File: src/cfg_decode_pkg.sv
// package: configuration word layouts, codes and decoded field structs
package cfg_decode_pkg;

  // ****************************************
  // register offsets (word index times four)
  // ****************************************
  localparam logic [3:0] OFF_CLOCK_WDOG = 4'h0;
  localparam logic [3:0] OFF_PLL_POWER = 4'h4;
  localparam logic [3:0] OFF_LOAD_STATUS = 4'h8;
  localparam logic [3:0] OFF_RUN_CTRL = 4'hC;
  localparam logic [31:0] CFG_WORD_RESET = 32'hFFFFFFFF;
  localparam logic [31:0] READ_ZERO = 32'h00000000;

  // ****************************************
  // word 1 field positions
  // ****************************************
  localparam int W1_RSVD_HI = 31;
  localparam int W1_RSVD_LO = 26;
  localparam int W1_WINSZ_HI = 25;
  localparam int W1_WINSZ_LO = 24;
  localparam int W1_WDOG_EN = 23;
  localparam int W1_WIN_DIS = 22;
  localparam int W1_STOP_PGM = 21;
  localparam int W1_WDPS_HI = 20;
  localparam int W1_WDPS_LO = 16;
  localparam int W1_CKSM_HI = 15;
  localparam int W1_CKSM_LO = 14;
  localparam int W1_PBDIV_HI = 13;
  localparam int W1_PBDIV_LO = 12;
  localparam int W1_RSVD_11 = 11;
  localparam int W1_CLOCK_OUTPUT_DIS = 10;
  localparam int W1_POSC_HI = 9;
  localparam int W1_POSC_LO = 8;
  localparam int W1_TWO_SPEED = 7;
  localparam int W1_RSVD_6 = 6;
  localparam int W1_SECONDARY_OSCILLATOR_EN = 5;
  localparam int W1_RSVD_4 = 4;
  localparam int W1_RSVD_3 = 3;
  localparam int W1_NOSC_HI = 2;
  localparam int W1_NOSC_LO = 0;

  // ****************************************
  // word 2 field positions
  // ****************************************
  localparam int W2_DS_EN = 31;
  localparam int W2_DSWD_EN = 30;
  localparam int W2_DSWD_CLK = 29;
  localparam int W2_DSPS_HI = 28;
  localparam int W2_DSPS_LO = 24;
  localparam int W2_DSBOR = 23;
  localparam int W2_RSVD_22 = 22;
  localparam int W2_RSVD_21 = 21;
  localparam int W2_BOR = 20;
  localparam int W2_RSVD_19 = 19;
  localparam int W2_ODIV_HI = 18;
  localparam int W2_ODIV_LO = 16;
  localparam int W2_UPLL_DIS = 15;
  localparam int W2_RSVD_HI = 14;
  localparam int W2_RSVD_LO = 11;
  localparam int W2_UIDIV_HI = 10;
  localparam int W2_UIDIV_LO = 8;
  localparam int W2_PLL_ICLK = 7;
  localparam int W2_MUL_HI = 6;
  localparam int W2_MUL_LO = 4;
  localparam int W2_RSVD_3 = 3;
  localparam int W2_IDIV_HI = 2;
  localparam int W2_IDIV_LO = 0;

  // ****************************************
  // codes and ratios
  // ****************************************
  localparam logic [4:0] WDPS_MAX = 5'h14;
  localparam logic [5:0] DSPS_BIAS = 6'h05;
  localparam logic [1:0] POSC_OFF = 2'h3;
  localparam logic [1:0] POSC_HS = 2'h2;
  localparam logic [1:0] POSC_XT = 2'h1;
  localparam logic [1:0] POSC_EC = 2'h0;
  localparam logic [2:0] NOSC_LOW_POWER_RC_OSC = 3'h5;
  localparam logic [2:0] NOSC_SECONDARY_OSCILLATOR = 3'h4;
  localparam logic [2:0] NOSC_POSC = 3'h2;
  localparam logic [2:0] NOSC_SYSTEM_PLL = 3'h1;
  localparam logic [2:0] NOSC_FRC = 3'h0;
  // window size in eighths of the period
  localparam logic [3:0] WIN_25 = 4'h2;
  localparam logic [3:0] WIN_37 = 4'h3;
  localparam logic [3:0] WIN_50 = 4'h4;
  localparam logic [3:0] WIN_75 = 4'h6;
  localparam logic [5:0] PBDIV_1 = 6'h00;
  localparam logic [5:0] PBDIV_2 = 6'h01;
  localparam logic [5:0] PBDIV_4 = 6'h03;
  localparam logic [5:0] PBDIV_8 = 6'h07;
  localparam logic [3:0] ODIV_SHIFT_MAX = 4'h8;

  typedef enum logic [3:0] {
    SRC_FRC = 4'h1,
    SRC_SYSTEM_PLL = 4'h2,
    SRC_POSC = 4'h4,
    SRC_OTHER = 4'h8
  } osc_src_t;

  typedef enum logic [2:0] {
    LD_RESET = 3'h1,
    LD_FETCH = 3'h2,
    LD_DONE = 3'h4
  } load_state_t;

  typedef struct packed {
    logic [3:0] window_eighths;
    logic wdog_running;
    logic wdog_windowed;
    logic wdog_halted;
    logic [4:0] wdog_shift;
  } wdog_cfg_t;

  typedef struct packed {
    logic sw_switch_allowed;
    logic failsafe_clock_monitor;
    logic [5:0] periph_bus_divider;
    logic clock_output_en;
    logic posc_on;
    logic posc_high_speed;
    logic posc_medium;
    logic posc_external;
    logic secondary_osc_on;
    logic [2:0] initial_osc_select;
    logic init_osc_reserved;
    logic [3:0] active_source;
  } clk_cfg_t;

  typedef struct packed {
    logic deep_sleep_entry;
    logic sleep_entry;
    logic dswdog_running;
    logic dswdog_low_power_rc_osc;
    logic [5:0] dswdog_shift;
    logic bor_active;
  } pwr_cfg_t;

  typedef struct packed {
    logic [3:0] odiv_shift;
    logic usb_pll_on;
    logic [3:0] usb_in_div;
    logic pll_from_frc;
    logic [4:0] pll_mul;
    logic [3:0] pll_in_div;
  } pll_cfg_t;

endpackage : cfg_decode_pkg

File: src/boot_config_word_decoder.sv
// boot configuration word decoder: captures and decodes clock, watchdog and power words
`timescale 1ns/1ps
`default_nettype none
module boot_config_word_decoder
  import cfg_decode_pkg::*;
(
  input wire logic clk,
  input wire logic rst_b,
  input wire logic [31:0] nvm_word1,
  input wire logic [31:0] nvm_word2,
  input wire logic nvm_valid,
  input wire logic sw_wdog_enable,
  input wire logic flash_programming,
  input wire logic wait_executed,
  input wire logic posc_ready,
  input wire logic [3:0] reg_addr,
  input wire logic [31:0] reg_wdata,
  input wire logic reg_wr,
  input wire logic reg_rd,
  output logic [31:0] reg_rdata,
  output logic cfg_loaded,
  output wdog_cfg_t wdog_cfg,
  output clk_cfg_t clk_cfg,
  output pwr_cfg_t pwr_cfg,
  output pll_cfg_t pll_cfg,
  output logic deep_sleep_req,
  output logic sleep_req,
  output logic reserved_fault
);

  // ****************************************
  // capture state
  // ****************************************
  load_state_t ld_state_r;
  load_state_t ld_state_nxt;
  logic [31:0] word1_r;
  logic [31:0] word2_r;
  logic sw_wdog_en_r;
  logic posc_switched_r;

  always_comb begin
    ld_state_nxt = ld_state_r;
    case (ld_state_r)
      LD_RESET: ld_state_nxt = LD_FETCH;
      LD_FETCH: begin
        if (nvm_valid) begin
          ld_state_nxt = LD_DONE;
        end
      end
      LD_DONE: ld_state_nxt = LD_DONE;
      default: ld_state_nxt = LD_RESET;
    endcase
  end

  always_ff @(posedge clk) begin
    if (!rst_b) begin
      ld_state_r <= LD_RESET;
    end else begin
      ld_state_r <= ld_state_nxt;
    end
  end

  // words taken once after reset, frozen afterward
  always_ff @(posedge clk) begin
    if (!rst_b) begin
      word1_r <= CFG_WORD_RESET;
      word2_r <= CFG_WORD_RESET;
    end else if (ld_state_r == LD_FETCH && nvm_valid) begin
      word1_r <= nvm_word1;
      word2_r <= nvm_word2;
    end
  end

  // ****************************************
  // run-time control register
  // ****************************************
  always_ff @(posedge clk) begin
    if (!rst_b) begin
      sw_wdog_en_r <= 1'b0;
    end else if (reg_wr && reg_addr == OFF_RUN_CTRL) begin
      sw_wdog_en_r <= reg_wdata[0];
    end
  end

  // ****************************************
  // field views
  // ****************************************
  logic [1:0] winsz;
  logic [4:0] wdps;
  logic [1:0] cksm;
  logic [1:0] pbdiv;
  logic [1:0] posc;
  logic [2:0] nosc;
  logic [2:0] odiv;
  logic [2:0] uidiv;
  logic [2:0] mul;
  logic [2:0] idiv;
  logic loaded;
  logic rsvd_ok;

  assign winsz = word1_r[W1_WINSZ_HI:W1_WINSZ_LO];
  assign wdps = word1_r[W1_WDPS_HI:W1_WDPS_LO];
  assign cksm = word1_r[W1_CKSM_HI:W1_CKSM_LO];
  assign pbdiv = word1_r[W1_PBDIV_HI:W1_PBDIV_LO];
  assign posc = word1_r[W1_POSC_HI:W1_POSC_LO];
  assign nosc = word1_r[W1_NOSC_HI:W1_NOSC_LO];
  assign odiv = word2_r[W2_ODIV_HI:W2_ODIV_LO];
  assign uidiv = word2_r[W2_UIDIV_HI:W2_UIDIV_LO];
  assign mul = word2_r[W2_MUL_HI:W2_MUL_LO];
  assign idiv = word2_r[W2_IDIV_HI:W2_IDIV_LO];
  assign loaded = (ld_state_r == LD_DONE);

  // reserved ones check
  assign rsvd_ok = (&word1_r[W1_RSVD_HI:W1_RSVD_LO]) && word1_r[W1_RSVD_11]
    && word1_r[W1_RSVD_6] && word1_r[W1_RSVD_4] && word1_r[W1_RSVD_3]
    && word2_r[W2_RSVD_22] && word2_r[W2_RSVD_21] && word2_r[W2_RSVD_19]
    && (&word2_r[W2_RSVD_HI:W2_RSVD_LO]) && word2_r[W2_RSVD_3];

  // ****************************************
  // decode functions
  // ****************************************
  function automatic logic [3:0] div_code(input logic [2:0] c);
    logic [3:0] v;
    v = 4'h1;
    case (c)
      3'h0: v = 4'h1;
      3'h1: v = 4'h2;
      3'h2: v = 4'h3;
      3'h3: v = 4'h4;
      3'h4: v = 4'h5;
      3'h5: v = 4'h6;
      3'h6: v = 4'hA;
      3'h7: v = 4'hC;
      default: v = 4'h1;
    endcase
    return v;
  endfunction : div_code

  function automatic logic [4:0] mul_code(input logic [2:0] c);
    logic [4:0] v;
    v = 5'h0F;
    case (c)
      3'h0: v = 5'h0F;
      3'h1: v = 5'h10;
      3'h2: v = 5'h11;
      3'h3: v = 5'h12;
      3'h4: v = 5'h13;
      3'h5: v = 5'h14;
      3'h6: v = 5'h15;
      3'h7: v = 5'h18;
      default: v = 5'h0F;
    endcase
    return v;
  endfunction : mul_code

  function automatic logic [3:0] odiv_code(input logic [2:0] c);
    logic [3:0] v;
    v = 4'h0;
    case (c)
      3'h0: v = 4'h0;
      3'h1: v = 4'h1;
      3'h2: v = 4'h2;
      3'h3: v = 4'h3;
      3'h4: v = 4'h4;
      3'h5: v = 4'h5;
      3'h6: v = 4'h6;
      3'h7: v = ODIV_SHIFT_MAX;
      default: v = 4'h0;
    endcase
    return v;
  endfunction : odiv_code

  // ****************************************
  // watchdog decode
  // ****************************************
  wdog_cfg_t wdog_nxt;
  always_comb begin
    wdog_nxt = '0;
    case (winsz)
      2'h3: wdog_nxt.window_eighths = WIN_25;
      2'h2: wdog_nxt.window_eighths = WIN_37;
      2'h1: wdog_nxt.window_eighths = WIN_50;
      default: wdog_nxt.window_eighths = WIN_75;
    endcase
    wdog_nxt.wdog_running = word1_r[W1_WDOG_EN] | sw_wdog_enable | sw_wdog_en_r;
    wdog_nxt.wdog_windowed = ~word1_r[W1_WIN_DIS];
    wdog_nxt.wdog_halted = word1_r[W1_STOP_PGM] & flash_programming;
    wdog_nxt.wdog_shift = (wdps > WDPS_MAX) ? WDPS_MAX : wdps;
    if (!loaded) begin
      wdog_nxt = '0;
    end
  end

  // ****************************************
  // clock decode
  // ****************************************
  clk_cfg_t clk_nxt;
  always_comb begin
    clk_nxt = '0;
    clk_nxt.sw_switch_allowed = ~cksm[1];
    clk_nxt.failsafe_clock_monitor = (cksm == 2'h0);
    case (pbdiv)
      2'h0: clk_nxt.periph_bus_divider = PBDIV_1;
      2'h1: clk_nxt.periph_bus_divider = PBDIV_2;
      2'h2: clk_nxt.periph_bus_divider = PBDIV_4;
      default: clk_nxt.periph_bus_divider = PBDIV_8;
    endcase
    clk_nxt.clock_output_en = ~word1_r[W1_CLOCK_OUTPUT_DIS]
      && (posc == POSC_OFF || posc == POSC_EC);
    clk_nxt.posc_on = (posc != POSC_OFF);
    clk_nxt.posc_high_speed = (posc == POSC_HS);
    clk_nxt.posc_medium = (posc == POSC_XT);
    clk_nxt.posc_external = (posc == POSC_EC);
    clk_nxt.secondary_osc_on = word1_r[W1_SECONDARY_OSCILLATOR_EN];
    clk_nxt.initial_osc_select = nosc;
    clk_nxt.init_osc_reserved = !(nosc == NOSC_LOW_POWER_RC_OSC || nosc == NOSC_SECONDARY_OSCILLATOR
      || nosc == NOSC_POSC || nosc == NOSC_SYSTEM_PLL || nosc == NOSC_FRC)
      || (nosc == NOSC_POSC && posc == POSC_OFF);
    // auto switch ignores the software switch lock
    if (word1_r[W1_TWO_SPEED] && nosc == NOSC_POSC && !posc_switched_r) begin
      clk_nxt.active_source = SRC_FRC;
    end else if (nosc == NOSC_POSC) begin
      clk_nxt.active_source = SRC_POSC;
    end else if (nosc == NOSC_SYSTEM_PLL) begin
      clk_nxt.active_source = SRC_SYSTEM_PLL;
    end else if (nosc == NOSC_FRC) begin
      clk_nxt.active_source = SRC_FRC;
    end else begin
      clk_nxt.active_source = SRC_OTHER;
    end
    if (!loaded) begin
      clk_nxt = '0;
    end
  end

  always_ff @(posedge clk) begin
    if (!rst_b) begin
      posc_switched_r <= 1'b0;
    end else if (loaded && posc_ready && posc != POSC_OFF) begin
      posc_switched_r <= 1'b1;
    end
  end

  // ****************************************
  // power and pll decode
  // ****************************************
  pwr_cfg_t pwr_nxt;
  pll_cfg_t pll_nxt;
  always_comb begin
    pwr_nxt = '0;
    pwr_nxt.deep_sleep_entry = word2_r[W2_DS_EN];
    pwr_nxt.sleep_entry = ~word2_r[W2_DS_EN];
    pwr_nxt.dswdog_running = word2_r[W2_DSWD_EN] & word2_r[W2_DS_EN];
    pwr_nxt.dswdog_low_power_rc_osc = word2_r[W2_DSWD_CLK];
    pwr_nxt.dswdog_shift = {1'b0, word2_r[W2_DSPS_HI:W2_DSPS_LO]} + DSPS_BIAS;
    // deep sleep uses its own brownout bit
    pwr_nxt.bor_active = word2_r[W2_DS_EN] ? word2_r[W2_DSBOR] : word2_r[W2_BOR];
    if (!loaded) begin
      pwr_nxt = '0;
    end
  end

  always_comb begin
    pll_nxt = '0;
    pll_nxt.odiv_shift = odiv_code(odiv);
    pll_nxt.usb_pll_on = ~word2_r[W2_UPLL_DIS];
    pll_nxt.usb_in_div = div_code(uidiv);
    pll_nxt.pll_from_frc = word2_r[W2_PLL_ICLK];
    pll_nxt.pll_mul = mul_code(mul);
    pll_nxt.pll_in_div = div_code(idiv);
    if (!loaded) begin
      pll_nxt = '0;
    end
  end

  // ****************************************
  // registered outputs
  // ****************************************
  always_ff @(posedge clk) begin
    if (!rst_b) begin
      wdog_cfg <= '0;
    end else begin
      wdog_cfg <= wdog_nxt;
    end
  end

  always_ff @(posedge clk) begin
    if (!rst_b) begin
      clk_cfg <= '0;
    end else begin
      clk_cfg <= clk_nxt;
    end
  end

  always_ff @(posedge clk) begin
    if (!rst_b) begin
      pwr_cfg <= '0;
    end else begin
      pwr_cfg <= pwr_nxt;
    end
  end

  always_ff @(posedge clk) begin
    if (!rst_b) begin
      pll_cfg <= '0;
    end else begin
      pll_cfg <= pll_nxt;
    end
  end

  always_ff @(posedge clk) begin
    if (!rst_b) begin
      cfg_loaded <= 1'b0;
    end else begin
      cfg_loaded <= loaded;
    end
  end

  always_ff @(posedge clk) begin
    if (!rst_b) begin
      reserved_fault <= 1'b0;
    end else begin
      reserved_fault <= loaded & ~rsvd_ok;
    end
  end

  always_ff @(posedge clk) begin
    if (!rst_b) begin
      deep_sleep_req <= 1'b0;
      sleep_req <= 1'b0;
    end else begin
      deep_sleep_req <= loaded & wait_executed & word2_r[W2_DS_EN];
      sleep_req <= loaded & wait_executed & ~word2_r[W2_DS_EN];
    end
  end

  // ****************************************
  // register read port
  // ****************************************
  always_ff @(posedge clk) begin
    if (!rst_b) begin
      reg_rdata <= READ_ZERO;
    end else if (reg_rd) begin
      case (reg_addr)
        OFF_CLOCK_WDOG: reg_rdata <= word1_r;
        OFF_PLL_POWER: reg_rdata <= word2_r;
        OFF_LOAD_STATUS: reg_rdata <= {30'h0, ~rsvd_ok & loaded, loaded};
        OFF_RUN_CTRL: reg_rdata <= {31'h0, sw_wdog_en_r};
        default: reg_rdata <= READ_ZERO;
      endcase
    end else begin
      reg_rdata <= READ_ZERO;
    end
  end

endmodule : boot_config_word_decoder
`default_nettype wire

File: config.mk
export PLATFORM = sky130hd
export DESIGN_NAME = boot_config_word_decoder
export DESIGN_NICKNAME = d
export VERILOG_FILES = /design/src/cfg_decode_pkg.sv /design/src/boot_config_word_decoder.sv
export SDC_FILE = /design/constraint.sdc
export NUM_CORES = 1
export LEC_CHECK = 0
export BUFFER_PORTS_ARGS = -buffer_cell sky130_fd_sc_hd__buf_4
export CAP_MARGIN = 10
export CORE_ASPECT_RATIO = 0.6
export CORE_MARGIN = 3
export CORE_UTILIZATION = 35
export DETAILED_ROUTE_END_ITERATION = 12
export SYNTH_ARGS = -nofsm -noshare
export SYNTH_HDL_FRONTEND = slang
export SYNTH_SLANG_ARGS = --single-unit
File: constraint.sdc
create_clock -name clk -period 1.8 [get_ports clk]
set_clock_uncertainty 0.15 [all_clocks]
set_input_delay 0.36 -clock clk [delete_from_list [all_inputs] [get_ports clk]]
set_output_delay 0.36 -clock clk [all_outputs]
set_load 0.01 [all_outputs]
**After elaboration in Yosys (flattened, before gate mapping)**

Memory sizes are Yosys's and may differ from the RTL's. A register that Yosys moved wholly into a read port is not among the register bits.
Index checks and enable logic that the tools add are counted.

- $add $sub $neg: 1
- Order comparisons: 1
- Equal/unequal tests: 20
- Muxes and demuxes: 11
- Bitwise logic cells: 16
- Reduce and logical (&&, ||, !) cells: 42

Operator list:

| kind | count |
|---|---|
| one-hot mux 32 bit (4 select lines) | 1 |
| one-hot mux 3 bit (3 select lines) | 3 |
| logical AND 1 bit | 17 |
| == test 2 bit (second input constant) | 5 |
| == test 3 bit (second input constant) | 3 |
| two-way mux 3 bit | 3 |
| == test 4 bit (second input constant) | 2 |
| NOT 1 bit | 8 |
| adder 5 x 3 -> 6 bit (second input constant) | 1 |
| bitwise AND 1 bit | 6 |
| == test 2 x 1 -> 1 bit (second input constant) | 3 |
| == test 3 x 1 -> 1 bit (second input constant) | 2 |
| == test 3 x 2 -> 1 bit (second input constant) | 2 |
| logical NOT 1 bit | 6 |
| logical NOT 2 bit | 3 |
| logical OR 1 bit | 6 |
| AND reduction 6 bit | 1 |
| OR reduction 3 bit | 2 |
| greater-than comparator 5 bit (second input constant) | 1 |
| two-way mux 5 bit | 1 |
| OR reduction 5 bit | 1 |
| == test 4 x 3 -> 1 bit (second input constant) | 1 |
| logical NOT 4 bit | 1 |
| two-way mux 4 bit | 1 |
| other kinds (7) | 11 |

- Register bits: 152
- Memory bits (read-only): 136
- Output and inout port bits: 100
- Word-level logic and storage cells: 134
- Memories kept: 4

Memories:

| memory | depth | width | rd ports | clocked after memory_dff | wr ports | RTL line | RTL |
|---|---|---|---|---|---|---|---|
| (name not given) | 8 | 5 | 1 | 1 | 0 | boot_config_word_decoder.sv:142 | `case (c)` |
| (name not given) | 8 | 4 | 1 | 1 | 0 | boot_config_word_decoder.sv:159 | `case (c)` |
| (name not given) | 8 | 4 | 1 | 1 | 0 | boot_config_word_decoder.sv:125 | `case (c)` |
| (name not given) | 8 | 4 | 1 | 1 | 0 | boot_config_word_decoder.sv:125 |  |

**Depth between registers and ports, before layout**

- Word-level depth: 13
- Gate-level depth with buffers: 6

**Least setup slack after synthesis**

OpenSTA, ideal clock, no wires.

- Path type: register to register
- From: register ld_state_r[0]
- To: register word1_r[2]
- Data arrival time: 1389 ps
- Required time: 1513 ps
- Path slack: 124 ps
- Cell stages (with the launch flop): 7
- Path buffers: 3
- Period minus slack after synthesis: 1676 ps
- Cells stage by stage: dfxtp_1 > clkbuf_1 > or4b_1 > buf_4 > buf_6 > nand2_1 > nand3_1

- Longest elaborated chain between the ends: 2

Ends and longest elaborated chain:

| what | RTL line | RTL |
|---|---|---|
| start: declaration | boot_config_word_decoder.sv:34 | `load_state_t ld_state_r;` |
| start signal: assignment | boot_config_word_decoder.sv:59 | `ld_state_r <= ld_state_nxt;` |
| == test 3 x 2 -> 1 bit | boot_config_word_decoder.sv:68 | `end else if (ld_state_r == LD_FETCH && nvm_valid) begin` |
| logical AND 1 bit | boot_config_word_decoder.sv:68 |  |
| end signal: assignment | boot_config_word_decoder.sv:69 | `word1_r <= nvm_word1;` |
| end: declaration | boot_config_word_decoder.sv:36 | `logic [31:0] word1_r;` |

No other way between the ends.
A chain may end at the register's enable or synchronous reset.

**Worst setup path after layout**

- From: register word2_r[12]
- To: register reserved_fault

- Longest elaborated chain between the ends: 5

Ends and longest elaborated chain:

| what | RTL line | RTL |
|---|---|---|
| start: declaration | boot_config_word_decoder.sv:37 | `logic [31:0] word2_r;` |
| start signal: assignment | boot_config_word_decoder.sv:70 | `word2_r <= nvm_word2;` |
| AND reduction 4 bit | boot_config_word_decoder.sv:117 | `&& (&word2_r[W2_RSVD_HI:W2_RSVD_LO]) && word2_r[W2_RSVD_3];` |
| logical AND 1 bit (2 in series) | boot_config_word_decoder.sv:117 |  |
| NOT 1 bit | boot_config_word_decoder.sv:323 | `reserved_fault <= loaded & ~rsvd_ok;` |
| bitwise AND 1 bit | boot_config_word_decoder.sv:323 |  |
| end signal: assignment | boot_config_word_decoder.sv:323 |  |
| end: declaration | boot_config_word_decoder.sv:28 | `output logic reserved_fault` |

No other way between the ends.

==> PnR_summary.wiki <==
{| class="wikitable"
! Metric !! Value
|-
| Run status || complete, no violations
|-
| Final WL || 16.78 mm
|-
| All-Layer GR Usage || 18.58%
|-
| Met3 wire length || 1.662 mm
|-
| Per-instance average area after synthesis || 9.301 sq um
|-
| Initial core utilization || 36.10%
|-
| Standard cell core area || 15460 sq um
|-
| Net switching power || 2204 uW
|-
| # fillers || 1434
|-
| Final net count || 901
|-
| Initial antenna violation count || 0
|-
| Seq. cell area || 3303 sq um
|-
| Cells after synthesis || 600
|-
| Clock network power share || 41.7%
|-
| Layout cell share with drive strength beyond 1 || 29.81%
|-
| Combinational cell fraction of total power || 10.9%
|-
| Reported leakage power || 0.003762 uW
|-
| Worst path arrival time || 1.82 ns
|-
| Worst-path fanout max || 2
|-
| Final count of pins violating max slew || 0
|-
| Wire length on met2 || 7.089 mm
|-
| Pin count of the biggest net entering global routing || 60
|-
| Switching Share || 26.22%
|-
| Wire length on met1 || 7.949 mm
|-
| Worst supply voltage drop on vdd || 0.6421 mV
|-
| Via density per instance || 4.827
|-
| Share of Yosys cell area claimed by the top area cell type || 59.19%
|-
| Clock latency on the worst-skew pair || 0.42 ns
|-
| IO buf count || 173
|-
| Die Y-Extent || 103.8 um
|-
| Kind of start point of the critical path || flop
|-
| Post-synthesis instance area || 5580 sq um
|-
| Site Rows || 35
|-
| Sequential area share after synthesis || 59.19%
|-
| Area Overhead vs Synth || 40.49%
|-
| EDFF count, synth || 0
|-
| Flop and latch count out of synthesis || 165
|-
| Uppermost signal routing layer after detailed routing || met4
|-
| Detailed-placement wirelength estimate || 11.70 mm
|-
| Count of vias placed by the detailed router || 4822
|-
| Post-synth top area cell || sky130_fd_sc_hd__dfxtp_1
|-
| Setup fix buffers added after clock tree synthesis || 0
|-
| Global-route wire length before repair || 25.74 mm
|-
| CTS buffer count || 17
|-
| Path type of the worst min-delay path || primary input to flop
|-
| Critical path capture point type || flop
|-
| Power density of the placed cells || 1072 nW/um^2
|-
| Maximum operating frequency || 599.3 MHz
|-
| Global placement routability congestion || 0.8294
|-
| Drt pass-1 iters || 6
|-
| # DRC || 0
|-
| Number of sinks handled by clock tree synthesis || 165
|-
| Cells taking the most area after synthesis || sky130_fd_sc_hd__dfxtp_1, sky130_fd_sc_hd__nand2_1, sky130_fd_sc_hd__nand3_1
|-
| Most frequent cell after synthesis || sky130_fd_sc_hd__dfxtp_1
|-
| Unrepaired setup endpoints after global routing || false
|-
| Endpoints failing setup || 0
|-
| Final period utilization || 92.70%
|-
| Fin util || 50.72%
|-
| Netlist cell types || 40
|-
| Shortest period the worst path allows || 1.669 ns
|-
| H-tree levels || 4
|-
| Worst-path clk slew || 0.06 ns
|-
| Number of buffers on the longest clock path || 2
|-
| Cell Int Power || 6201 uW
|-
| Category of the most critical setup path || flop to flop
|-
| CTS root buf || sky130_fd_sc_hd__clkbuf_16
|-
| Endpoints failing hold || 0
|-
| Number of warnings reported in the yosys synthesis log || 0
|-
| Overflow after GRT || 0
|-
| Most used DFF post-synth || sky130_fd_sc_hd__dfxtp_1
|-
| Top-Level Pins || 209
|-
| WL/cell || 16.80 um
|-
| Required arrival time at the worst endpoint || 1.95 ns
|-
| Multi-input gate area in the final layout || 2052 sq um
|-
| Horizontal extent of the die || 169.0 um
|-
| Vias in the first global route || 4782
|-
| Clock tree from TritonCTS || built
|-
| DIE AREA || 17540 sq um
|-
| Number of DRC markers in iteration 0 || 237
|-
| Summed negative setup slack over all endpoints || 0 ns
|-
| Number of max-cap violations || 0
|-
| DRT antenna net count || 0
|-
| Top cells by instance count after synthesis || sky130_fd_sc_hd__dfxtp_1, sky130_fd_sc_hd__nand2_1, sky130_fd_sc_hd__nor2_1
|-
| Synth async-reset ratio || 0%
|-
| Proportion of power drawn by flip-flops and latches || 47.4%
|}
## layer usage
layer / track usage (%) / vias to the layer above
met1: 25.88 / 2251
met5: 0 / -
li1: - / 2375
met2: 27.63 / 185
met3: 7.132 / 11
met4: 3.648 / 0
## path summary, 6_finish.rpt
kind / from / endpoint / slack (ns) / cells past startpoint
max reg2reg: word2_r[12]$_SDFFE_PN1P_ / reserved_fault$_SDFF_PN0_ / 0.13 / 4
min: nvm_word1[21] / word1_r[21]$_SDFFE_PN1P_ / 0.007 / 3
max: word2_r[12]$_SDFFE_PN1P_ / reserved_fault$_SDFF_PN0_ / 0.13 / 4
min reg2reg: word1_r[10]$_SDFFE_PN1P_ / clk_cfg[13]$_SDFF_PN0_ / 0.29 / 1
## power groups by stage
stage / clock [uW] / sequential [uW] / combinational, uW
6_report: 3500 / 3980 / 918
5_1_grt: 3720 / 4000 / 1030
4_1_cts: 3560 / 3980 / 889
3_5_place_dp: 0 / 4060 / 874
3_3_place_gp: 0 / 4050 / 853
2_1_floorplan: 0 / 4010 / 512
## flip-flops by register name (all words and copies together) (netlist names)
register         cells
reg_rdata           32
sleep_req            1
cfg_loaded           1
word1_r             32
pll_cfg             19
word2_r             32
posc_switched_r      1
reserved_fault       1
pwr_cfg             11
deep_sleep_req       1
clk_cfg             19
sw_wdog_en_r         1
ld_state_r           3
wdog_cfg            11
## final cells by class
| class | instances | share of cell area, % |
|---|---|---|
| antenna | 1 | 0.03192 |
| clock buffer | 18 | 5.474 |
| clock inverter | 14 | 1.803 |
| inverter | 13 | 0.6224 |
| multi-input combinational | 383 | 26.17 |
| sequential | 165 | 42.13 |
| tap | 203 | 3.240 |
| timing repair buffer | 202 | 20.52 |
## per-stage QoR
stage	cell area (sq um)	total power [uW]	hold slack [ns]	std cells	worst slack (ns)
after floorplan	5592	4523	0.2629	603	0.1241
after global placement	7184	4904	0.2873	960	0.02736
after detailed placement	7184	4934	0.2892	960	0.009180
after CTS	7795	8426	0.0005914	996	0.02433
after global routing	7838	8750	0.004726	998	0.05243
final	7840	8405	0.006734	999	0.1314
## cells in the final DEF (no fill, tap or decap), types with 4 or more instances in the layout
master	netlist	layout
sky130_fd_sc_hd__and2_1	5	5
sky130_fd_sc_hd__buf_12	0	5
sky130_fd_sc_hd__clkbuf_16	0	18
sky130_fd_sc_hd__nand4_1	4	4
sky130_fd_sc_hd__nor2_1	60	60
sky130_fd_sc_hd__a21oi_1	13	13
sky130_fd_sc_hd__nand3_1	55	54
sky130_fd_sc_hd__mux2i_1	4	4
sky130_fd_sc_hd__nor3_1	6	6
sky130_fd_sc_hd__o211ai_1	11	11
sky130_fd_sc_hd__dlygate4sd3_1	0	5
sky130_fd_sc_hd__o21ai_0	5	5
sky130_fd_sc_hd__inv_1	11	11
sky130_fd_sc_hd__and3_1	23	23
sky130_fd_sc_hd__nand2_1	127	127
sky130_fd_sc_hd__ha_1	10	10
sky130_fd_sc_hd__a22oi_1	31	31
sky130_fd_sc_hd__dfxtp_1	165	165
sky130_fd_sc_hd__inv_6	0	4
sky130_fd_sc_hd__nor3b_1	5	5
sky130_fd_sc_hd__buf_4	5	191
sky130_fd_sc_hd__conb_1	1	4
## cell families (layout without fill, tap and decap cells)
| logic type | after synthesis | count (layout) | share of synthesized area [%] |
|---|---|---|---|
| buffers and inverters | 55 | 247 | 4.888 |
| DFF | 165 | 165 | 59.19 |
| muxes | 4 | 4 | 0.7175 |
| and+or+nand+nor | 297 | 297 | 24.42 |
| other | 1 | 5 | 0.06720 |
| AOI/OAI and AO/OA | 64 | 64 | 7.848 |
| xor gates and xnor gates | 4 | 4 | 0.6279 |
| adders and majority gates | 10 | 10 | 2.242 |
## repair_timing
item / in CTS / in global routing
hold endpoints to repair: 4 / 1
setup endpoints to repair: 0 / 14
hold buffers: 4 / 1
gates resized for setup: 0 / 2
## critical path: stages, from the launching register on
cell                      delay (ns)
sky130_fd_sc_hd__dfxtp_1        0.39
sky130_fd_sc_hd__and4_1         0.22
sky130_fd_sc_hd__nand3_1        0.08
sky130_fd_sc_hd__or4_4          0.54
sky130_fd_sc_hd__and2_1         0.17
No activity file was read; power rests on OpenSTA's default activity.
